## src/verilog/bpm_pkg.sv

```systemverilog
/*
 * Package for the battery power mode controller: mode encoding, event flag
 * register offset and bit positions, reset values and timing counts.
 * Assumes nothing beyond a SystemVerilog compiler.
 */
package bpm_pkg;

    // ------------------------------------------------------------
    // Operating modes
    // ------------------------------------------------------------
    typedef enum logic [2:0] {
        BPM_RESET     = 3'b000,
        BPM_MISSION   = 3'b001,
        BPM_BROWNOUT  = 3'b010,
        BPM_DISPLAY   = 3'b011,
        BPM_SLEEP     = 3'b100,
        BPM_PLL_WAIT  = 3'b101
    } bpm_mode_e;

    // ------------------------------------------------------------
    // Event flag register
    // ------------------------------------------------------------
    localparam logic [7:0] BPM_EVENT_FLAGS_ADDR = 8'hE8;
    localparam int BPM_PLL_FALL_BIT = 7;
    localparam int BPM_PLL_RISE_BIT = 6;
    localparam int BPM_WAKE_BIT = 5;
    localparam int BPM_PUSHBUTTON_BIT = 4;
    localparam logic [7:0] BPM_EVENT_FLAGS_RESET = 8'h00;
    localparam logic [7:0] BPM_EVENT_FLAGS_MASK = 8'hF0;

    // ------------------------------------------------------------
    // Timing: PLL settle after system power returns, in oscillator clocks
    // ------------------------------------------------------------
    localparam int BPM_PLL_SETTLE_OSC_CLOCKS = 4100;

endpackage : bpm_pkg

```

## src/verilog/bpm_power_mode_ctrl.sv

```systemverilog
/*
 * Battery power mode controller: tracks mission, brownout, display-only and
 * sleep modes, holds the four mode event flags at special register 0xE8 and
 * drives processor run, configuration reset and converter/engine gating.
 * Assumes: pins power fail, headroom and pushbutton are asynchronous and are
 * synchronised here; firmware register access arrives as single-cycle strobes
 * on i_mclk; oscillator clock ticks arrive as a one-cycle pulse i_osc_tick
 * from same-domain logic.
 */
`timescale 1ns/100ps

// What this block does
// Mission mode only while system supply present and PLL reported stable.
// Enter brownout when supply fails, or on battery wake with margin.
// From brownout, display-only or sleep request bits enter that mode, halting CPU.
// Only one request takes effect; the first one wins and halts the CPU.
// Set PLL-fall flag, bit 7, on mission to brownout move.
// Set PLL-rise flag, bit 6, when PLL stabilises toward mission.
// Leave display-only or sleep for brownout only on wake timer or pushbutton.
// Set pushbutton flag, bit 4, when pushbutton pin goes high.
// Set wake-timer flag, bit 5, whenever the wake timer times out.
// Without system supply, lost regulator headroom forces sleep mode.
// Stay in sleep after headroom loss even if headroom returns.
// Firmware should move brownout to sleep when supply missing.
// Firmware should enter sleep once a battery is attached in production.
// Supply restored: any battery mode goes to mission once PLL settles.
// While PLL not stable, force converter and engine enables to zero.
// After supply returns, hold CPU in reset for 4100 oscillator clocks.
// Brownout to mission keeps configuration; from display or sleep it resets.
// Event flags stay set until firmware clears them; they can interrupt.
module bpm_power_mode_ctrl #(
    parameter int PLL_SETTLE_CLOCKS = bpm_pkg::BPM_PLL_SETTLE_OSC_CLOCKS
) (
    input wire logic i_mclk,
    input wire logic i_rst,
    input wire logic i_power_fail_sense_input,
    input wire logic i_battery_headroom_ok,
    input wire logic i_pushbutton_pin,
    input wire logic i_wake_timeout,
    input wire logic i_osc_tick,
    input wire logic i_display_only_request,
    input wire logic i_sleep_request,
    input wire logic i_adc_enable,
    input wire logic i_engine_enable,
    input wire logic i_reg_wr,
    input wire logic [7:0] i_reg_addr,
    input wire logic [7:0] i_reg_wdata,
    output logic [7:0] o_reg_rdata,
    output logic [2:0] o_mode,
    output logic o_pll_stable,
    output logic o_cpu_run,
    output logic o_config_reset,
    output logic o_adc_enable,
    output logic o_engine_enable,
    output logic o_event_irq
);
    import bpm_pkg::*;

    // ------------------------------------------------------------
    // Pin synchronisers
    // ------------------------------------------------------------
    logic [1:0] pf_sync;
    logic [1:0] bat_sync;
    logic [1:0] pb_sync;
    logic pb_prev;
    logic [1:0] sync_fill; // Ones walk in behind the synchronisers after reset
    logic supply_ok;
    logic headroom_ok;
    logic pb_rise;

    // Two stages each; only stage two feeds logic
    always_ff @(posedge i_mclk or posedge i_rst) begin
        if (i_rst) begin
            pf_sync <= 2'h0;
            bat_sync <= 2'h0;
            pb_sync <= 2'h0;
            pb_prev <= 1'b0;
            sync_fill <= 2'h0;
        end else begin
            pf_sync <= {pf_sync[0], i_power_fail_sense_input};
            bat_sync <= {bat_sync[0], i_battery_headroom_ok};
            pb_sync <= {pb_sync[0], i_pushbutton_pin};
            pb_prev <= pb_sync[1];
            sync_fill <= {sync_fill[0], 1'b1};
        end
    end

    assign supply_ok = pf_sync[1];
    assign headroom_ok = bat_sync[1];
    assign pb_rise = pb_sync[1] & ~pb_prev;

    // ------------------------------------------------------------
    // Mode state machine
    // ------------------------------------------------------------
    bpm_mode_e mode;
    bpm_mode_e next_mode;
    logic [12:0] settle_cnt;
    logic [12:0] next_settle_cnt;
    logic settle_done;
    logic wake_event;
    logic cfg_lost;
    logic next_cfg_lost;

    assign settle_done = (settle_cnt >= 13'(PLL_SETTLE_CLOCKS));
    assign wake_event = i_wake_timeout | pb_rise;

    // Next mode; supply return outranks every battery-mode exit
    always_comb begin
        next_mode = mode;
        next_settle_cnt = settle_cnt;
        next_cfg_lost = cfg_lost;
        unique case (mode)
            BPM_RESET: begin
                // Fresh start: supply decides the path, config is at reset anyway
                next_cfg_lost = 1'b1;
                next_settle_cnt = 13'h0000;
                if (!sync_fill[1]) begin
                    // Pins not yet through both stages; deciding now would see a false outage
                    next_mode = BPM_RESET;
                end else if (supply_ok) begin
                    next_mode = BPM_PLL_WAIT;
                end else if (headroom_ok) begin
                    next_mode = BPM_BROWNOUT;
                end else begin
                    next_mode = BPM_SLEEP;
                end
            end
            BPM_PLL_WAIT: begin
                // CPU held in reset while the PLL settles
                if (!supply_ok) begin
                    next_mode = headroom_ok ? BPM_BROWNOUT : BPM_SLEEP;
                end else if (settle_done) begin
                    next_mode = BPM_MISSION;
                end else if (i_osc_tick) begin
                    next_settle_cnt = settle_cnt + 13'h0001;
                end
            end
            BPM_MISSION: begin
                next_cfg_lost = 1'b0;
                if (!supply_ok) begin
                    next_mode = headroom_ok ? BPM_BROWNOUT : BPM_SLEEP;
                end
            end
            BPM_BROWNOUT: begin
                next_settle_cnt = 13'h0000;
                if (supply_ok) begin
                    next_mode = BPM_PLL_WAIT;
                end else if (!headroom_ok) begin
                    next_mode = BPM_SLEEP;
                end else if (i_display_only_request) begin
                    next_mode = BPM_DISPLAY;
                end else if (i_sleep_request) begin
                    next_mode = BPM_SLEEP;
                end
            end
            BPM_DISPLAY, BPM_SLEEP: begin
                // Waking here drops configuration; headroom return alone does nothing
                next_cfg_lost = 1'b1;
                next_settle_cnt = 13'h0000;
                if (supply_ok) begin
                    next_mode = BPM_PLL_WAIT;
                end else if (mode == BPM_DISPLAY && !headroom_ok) begin
                    next_mode = BPM_SLEEP;
                end else if (wake_event && headroom_ok) begin
                    next_mode = BPM_BROWNOUT;
                end
            end
            default: begin
                next_mode = BPM_RESET;
            end
        endcase
    end

    always_ff @(posedge i_mclk or posedge i_rst) begin
        if (i_rst) begin
            mode <= BPM_RESET;
            settle_cnt <= 13'h0000;
            cfg_lost <= 1'b1;
        end else begin
            mode <= next_mode;
            settle_cnt <= next_settle_cnt;
            cfg_lost <= next_cfg_lost;
        end
    end

    // ------------------------------------------------------------
    // Event flags, set wins over firmware clear
    // ------------------------------------------------------------
    logic [7:0] flags;
    logic [7:0] set_mask;
    logic [7:0] clr_mask;
    logic flag_wr;

    assign flag_wr = i_reg_wr & (i_reg_addr == BPM_EVENT_FLAGS_ADDR);
    // Firmware clears a flag by writing zero to its bit
    assign clr_mask = flag_wr ? (~i_reg_wdata & BPM_EVENT_FLAGS_MASK) : 8'h00;

    always_comb begin
        set_mask = 8'h00;
        set_mask[BPM_PLL_FALL_BIT] = (mode == BPM_MISSION) && (next_mode != BPM_MISSION);
        set_mask[BPM_PLL_RISE_BIT] = (mode == BPM_PLL_WAIT) && (next_mode == BPM_MISSION);
        set_mask[BPM_WAKE_BIT] = i_wake_timeout;
        set_mask[BPM_PUSHBUTTON_BIT] = pb_rise;
    end

    // Sticky until cleared; a same-cycle event survives the clear
    always_ff @(posedge i_mclk or posedge i_rst) begin
        if (i_rst) begin
            flags <= BPM_EVENT_FLAGS_RESET;
        end else begin
            flags <= (flags & ~clr_mask) | set_mask;
        end
    end

    // ------------------------------------------------------------
    // Outputs
    // ------------------------------------------------------------
    logic pll_ok;

    assign pll_ok = (mode == BPM_MISSION);
    assign o_reg_rdata = (i_reg_addr == BPM_EVENT_FLAGS_ADDR) ? flags : 8'h00;
    assign o_mode = mode;
    assign o_pll_stable = pll_ok;
    // Processor runs only in mission and brownout
    assign o_cpu_run = (mode == BPM_MISSION) || (mode == BPM_BROWNOUT);
    assign o_config_reset = cfg_lost && (mode != BPM_MISSION) && (mode != BPM_BROWNOUT);
    assign o_adc_enable = i_adc_enable & pll_ok;
    assign o_engine_enable = i_engine_enable & pll_ok;
    assign o_event_irq = |flags;

endmodule : bpm_power_mode_ctrl

```

## config.mk

```make
export PLATFORM = sky130hd
export DESIGN_NAME = bpm_power_mode_ctrl
export DESIGN_NICKNAME = d
export VERILOG_FILES = /design/src/verilog/bpm_pkg.sv /design/src/verilog/bpm_power_mode_ctrl.sv
export SDC_FILE = /design/constraint.sdc
export NUM_CORES = 1
export LEC_CHECK = 0
export ABC_CLOCK_PERIOD_IN_PS = 2400
export BUFFER_PORTS_ARGS = -buffer_cell sky130_fd_sc_hd__buf_2
export CAP_MARGIN = 20
export CELL_PAD_IN_SITES_DETAIL_PLACEMENT = 1
export CELL_PAD_IN_SITES_GLOBAL_PLACEMENT = 1
export CORE_UTILIZATION = 34
export DETAILED_ROUTE_END_ITERATION = 12
export GPL_TIMING_DRIVEN = 0
export PLACE_DENSITY = 0.76
export SETUP_SLACK_MARGIN = 0.2
export SYNTH_ARGS = -nofsm -noshare
export SYNTH_HDL_FRONTEND = slang
export SYNTH_SLANG_ARGS = --single-unit
export TNS_END_PERCENT = 100
```

## constraint.sdc

```tcl
create_clock -name i_mclk -period 2.4 [get_ports i_mclk]
set_input_delay 0.48 -clock i_mclk [delete_from_list [all_inputs] [get_ports i_mclk]]
set_output_delay 0.48 -clock i_mclk [all_outputs]
set_load 0.02 [all_outputs]
```

Word-level counts from Yosys, hierarchy flattened
Index checks and enable logic that the tools add are counted.
{ "totals": {"reg_bits": 34, "in_bits": 28, "out_inout_bits": 17, "wordCells": 71} }
{ "op_classes": {"n_addsub": 1, "order_cmp": 1, "n_eq_ne": 13, "n_mux": 21, "n_bitwise": 10, "reduce_logical": 16} }
{ "ops": {"columns": ["cell", "n"], "rows": [
  ["2-to-1 mux 13 bit", 3],
  ["2-to-1 mux 3 bit", 13],
  ["case mux 13 bit (2 select lines)", 1],
  ["2-to-1 mux 8 bit", 2],
  ["inverter 8 bit", 2],
  ["case mux 3 bit (5 select lines)", 1],
  ["adder 13 x 1 -> 13 bit, second input constant", 1],
  [">= comparator 13 bit, second input constant", 1],
  ["AND 8 bit", 1],
  ["equality test 8 bit, second input constant", 1],
  ["OR 8 bit", 1],
  ["OR reduction 8 bit", 1],
  ["equality test 3 x 1 -> 1 bit, second input constant", 2],
  ["equality test 3 x 2 -> 1 bit, second input constant", 2],
  ["equality test 3 bit, second input constant", 2],
  ["logical AND 1 bit", 6],
  ["inequality test 2 bit, second input constant", 3],
  ["inequality test 3 x 1 -> 1 bit, second input constant", 2],
  ["AND 1 bit", 4],
  ["AND reduction 4 bit", 1],
  ["nonzero test 2 bit", 2],
  ["OR reduction 4 bit", 1],
  ["logical NOT 3 bit", 1],
  ["inequality test 3 x 2 -> 1 bit, second input constant", 1],
  ["other kinds (7)", 7]
]} }

Logic depth before layout (Yosys ltp)
{ "logic_depth": {"depth_word": 11, "mapped_depth": 6, "ltp_nobuf": 5} }

Least setup slack after synthesis
No wires, ideal clock.
{ "synth_path": {"path_type": "reg-to-reg", "start": "register settle_cnt[7]", "end": "register settle_cnt[5]", "setup_time_ns": 0.080, "t_arrival_ns": 2.151, "required_time_ns": 2.320, "path_slack_ns": 0.169, "stages_incl_launch_ff": 6, "path_buffers": 0, "synth_period_minus_slack_ns": 2.231, "cell_sequence": "dfrtp_1 -> or4_4 -> o41ai_4 -> nand3_4 -> or4_1 -> a21oi_1"} }
{ "synth_between": {"elab_chain_cells": 3} }
{ "synth_lines": {"columns": ["element", "line", "source"], "rows": [
  ["start: declaration", "bpm_power_mode_ctrl.sv:97", "logic [12:0] settle_cnt;"],
  ["start signal: assignment", "bpm_power_mode_ctrl.sv:181", "settle_cnt <= next_settle_cnt;"],
  [">= comparator 13 bit", "bpm_power_mode_ctrl.sv:104", "assign settle_done = (settle_cnt >= 13'(PLL_SETTLE_CLOCKS));"],
  ["inequality test 2 bit (no source line)", null, null],
  ["AND reduction 4 bit (no source line)", null, null]
]} }
Every way passes these cells.
A chain may end at the register's enable or synchronous reset.

Worst setup path after layout
{ "layout_path": {"start": "register settle_cnt[4]", "end": "register settle_cnt[5]"} }
{ "layout_between": {"elab_chain_cells": 5, "word_cells_on_any_way": 8, "classes_between": "add/sub: 1; order compare: 1; eq/ne: 1; mux: 4; reduce/logical: 1"} }
{ "layout_lines": {"columns": ["element", "line", "source"], "rows": [
  ["adder 13 x 1 -> 13 bit", "bpm_power_mode_ctrl.sv:135", "next_settle_cnt = settle_cnt + 13'h0001;"],
  ["2-to-1 mux 13 bit", "bpm_power_mode_ctrl.sv:134", "end else if (i_osc_tick) begin"],
  ["2-to-1 mux 13 bit", "bpm_power_mode_ctrl.sv:132", "end else if (settle_done) begin"],
  ["2-to-1 mux 13 bit", "bpm_power_mode_ctrl.sv:130", "if (!supply_ok) begin"],
  ["case mux 13 bit (2 select lines)", "bpm_power_mode_ctrl.sv:112", "unique case (mode)"]
]} }
Parallel ways exist; a longest one is shown, timed or not. The select of a mux whose other input is x is not followed.

==> results.md <==
* Internal power at 1010 uW
* Reg clk slew, reported paths at 0.07 ns
* Final Cell Area at 2120 um^2
* GRT overflow at 0
* I/O Pins at 45
* GRT Total Usage at 17.2%
* Top FF cell, synth: dfrtp_1
* Final Setup Violations at 0
* Reg power frac at 38.9%
* Max-slew headroom at 40.6%
* DR vias at 1405
* Final hold vios at 0
* CTS root buf: clkbuf_8
* Critical path's top delay family: simple AND/OR/NAND/NOR gates
* Endpoint class of the critical path: register
* RSZ-0062 raised after global routing: yes
* First-pass GRT wire length at 6600 um
* Run status: finished clean
* CP Cell Sequence: or4_4 -> o41ai_4 -> buf_4 -> nand3_4 -> or4_4 -> a21oi_2
* Filler cells at 527
* Die X at 69.7 um
* Critical path peak fanout at 6
* Clk buf depth at 2
* TritonCTS clock tree: built
* Vias in the first global route at 1438
* DRT iter0 DRCs at 25
* Std-Cell Rows at 24
* Setup tns final at 0 ns
* H-tree depth at 2
* Max-Cap Viols at 0
* Post-synthesis register bit count at 30
* Antenna-violating nets left at 0
* Placed Cells at 253
* CP Class: register to register
* Slowest Stage Delay on Critical Path at 0.52 ns
* EDFF count, synth at 0
* Layout Nets at 250
* Worst Path Required at 2.62 ns
* Final Hold Slack at 0.154 ns
* Startpoint Class: register
* CP startpoint: settle_cnt[4]
* Cell mode on critical path: or4_4
* Port Buffers at 36
* Synthesized area at 1560 um^2
* Distinct cells, synth at 41
* Placed cell area at 1850 um^2
* Final WL at 4080 um
* Layout Cells excl Fill at 273
* Clock sinks at 30
* Most frequent cells in the layout: buf_2 (36), dfrtp_1 (29), buf_4 (16)
* Fmax achieved at 0.441 GHz
* Slowest-stage cell, CP: or4_4
* Area delta synth->final at 35.6%
* Initial antenna violation count at 0
* TritonRoute pass-1 iters at 4
* DIE HEIGHT at 69.7 um
* Slew @ Worst Pin at 0.891 ns
* Clk pwr share at 34.3%
* Pwr/cell area at 722 nW/um^2
* Final worst-path cycle share at 94.4%
* Pleak at 0.000964 uW
* Reg2Reg Setup Slack at 0.13 ns
* CTS Buf Count at 5
* Detail Placement HPWL at 2680 um
* Core area at 4380 um^2
* VDD IR-drop max at 0.388 mV
* Switching power at 517 uW
* Initial Util at 35.6%
* Gate Count Post-Synth at 161
* Async S/R FF share, synth at 100%
* Die area at 4860 um^2
* DR vias/cell at 5.15
* RePlAce Congestion at 0.796
* Net Sw Frac at 33.9%
* Remaining DRCs at 0
* Clock skew at 0.00181 ns
* Antenna Cells at 0
* Mean Syn Cell Area at 9.69 um^2
* WP data arrival at 2.49 ns
* YS warnings at 0
* Most common cell after layout, fill and taps aside: buf_2
* Share of cells above drive strength 1 at 36.7%
* Worst path bufs/invs at 1
* Minimum clock period at 2.27 ns
* Clock latency on the worst-skew pair at 0.30 ns
* Final-report max-slew violation count at 0
* Hold Path Class: input pin to async pin
* Sequential share of the synthesized area at 48.2%
* Reg-to-reg critical path startpoint: settle_cnt[4]
* Largest net degree at the start of global routing at 24
* WL per Instance at 14.9 um
* Combinational share of power at 26.9%
## state kept, by name (all words and copies together), names as in the netlist
register and flops:
pb_sync 2, settle_cnt 13, flags 4, bat_sync 2
sync_fill 2, pb_prev 1, o_mode 3, pf_sync 2
cfg_lost 1
## power by group through the flow
stage | sequential [uW] | combinational [uW] | clock, uW
final | 593 | 411 | 523
after global routing | 601 | 456 | 557
after CTS | 593 | 407 | 531
after detailed placement | 602 | 397 | 0
after floorplan | 611 | 252 | 0
after global placement | 600 | 383 | 0
## per-stage QoR
stage / setup WS, ns / total power (uW) / util (%)
floorplan: 0.206 / 863 / -
global placement: 0.0553 / 984 / 41.5
detailed placement: 0.0220 / 999 / 42.2
CTS: 0.169 / 1530 / 46.1
global route: 0.0656 / 1610 / 48.3
finish: 0.135 / 1530 / 48.3
## cells in the mapped netlist, types with 3 or more instances
cell,instances,area share [%]
inv_1,7,1.7
nor2_1,9,2.2
and2_1,7,2.8
o31ai_1,6,2.9
nand3_1,5,1.6
or3_1,3,1.2
buf_4,4,1.9
clkbuf_1,4,0.96
dfrtp_1,29,47
a21oi_1,10,3.2
nor3_1,3,0.96
or4_1,4,1.9
nand2_1,14,3.4
nor2b_1,5,2.0
nand2b_1,8,3.2
o21ai_0,11,3.5
## routing by layer
layer  vias up  share of wire (%)  routed length (um)  GRT usage [%]
met5         -                  0                   0              0
met4         0                1.3                  53           5.33
met3         8                3.8                 156           4.80
met2        26                 50                2050           29.3
met1       700                 45                1820           21.1
li1        671                  -                   -              -
## final timing paths
| check | endpoint | depth (start not counted) |
|---|---|---|
| worst max-delay path | settle_cnt[5] | 6 |
| worst min-delay path | settle_cnt[0] | 2 |
| worst max register to register | settle_cnt[5] | 6 |
| worst min register to register | sync_fill[1] | 0 |
| max in group asynchronous | cfg_lost | 3 |
| min in group i_mclk | bat_sync[0] | 1 |
## kinds of logic (layout without fill, tap and decap cells)
logic type | after synthesis | count (layout) | share of synthesized area (%)
AOI/OAI and AO/OA | 35 | 35 | 14.9
xor gates and xnor gates | 3 | 3 | 1.68
adders and majority gates | 2 | 2 | 1.60
buffers and inverters | 15 | 72 | 4.57
DFF | 30 | 30 | 48.2
muxes | 2 | 2 | 1.28
other | 2 | 5 | 0.481
and+or+nand+nor | 72 | 72 | 27.3
## cell type report
type	instances	area [um^2]	area share, %
Multi-Input combinational cell	119	813	38.4
Sequential cell	30	752	35.5
Timing Repair Buffer	49	298	14.1
Clock buffer	5	68.8	3.25
Tap cell	52	65.1	3.08
Buffer	8	47.5	2.25
Clock inverter	3	45.0	2.13
Inverter	7	26.3	1.24
## timing repair
item | 4_1_cts | 5_1_grt
pin swaps | 1 | 5
setup buffers | 6 | 6
setup endpoints to repair | 12 | 12
resized for setup | 2 | 13
hold buffers | 0 | 0
(Power assumes the default switching activity.)
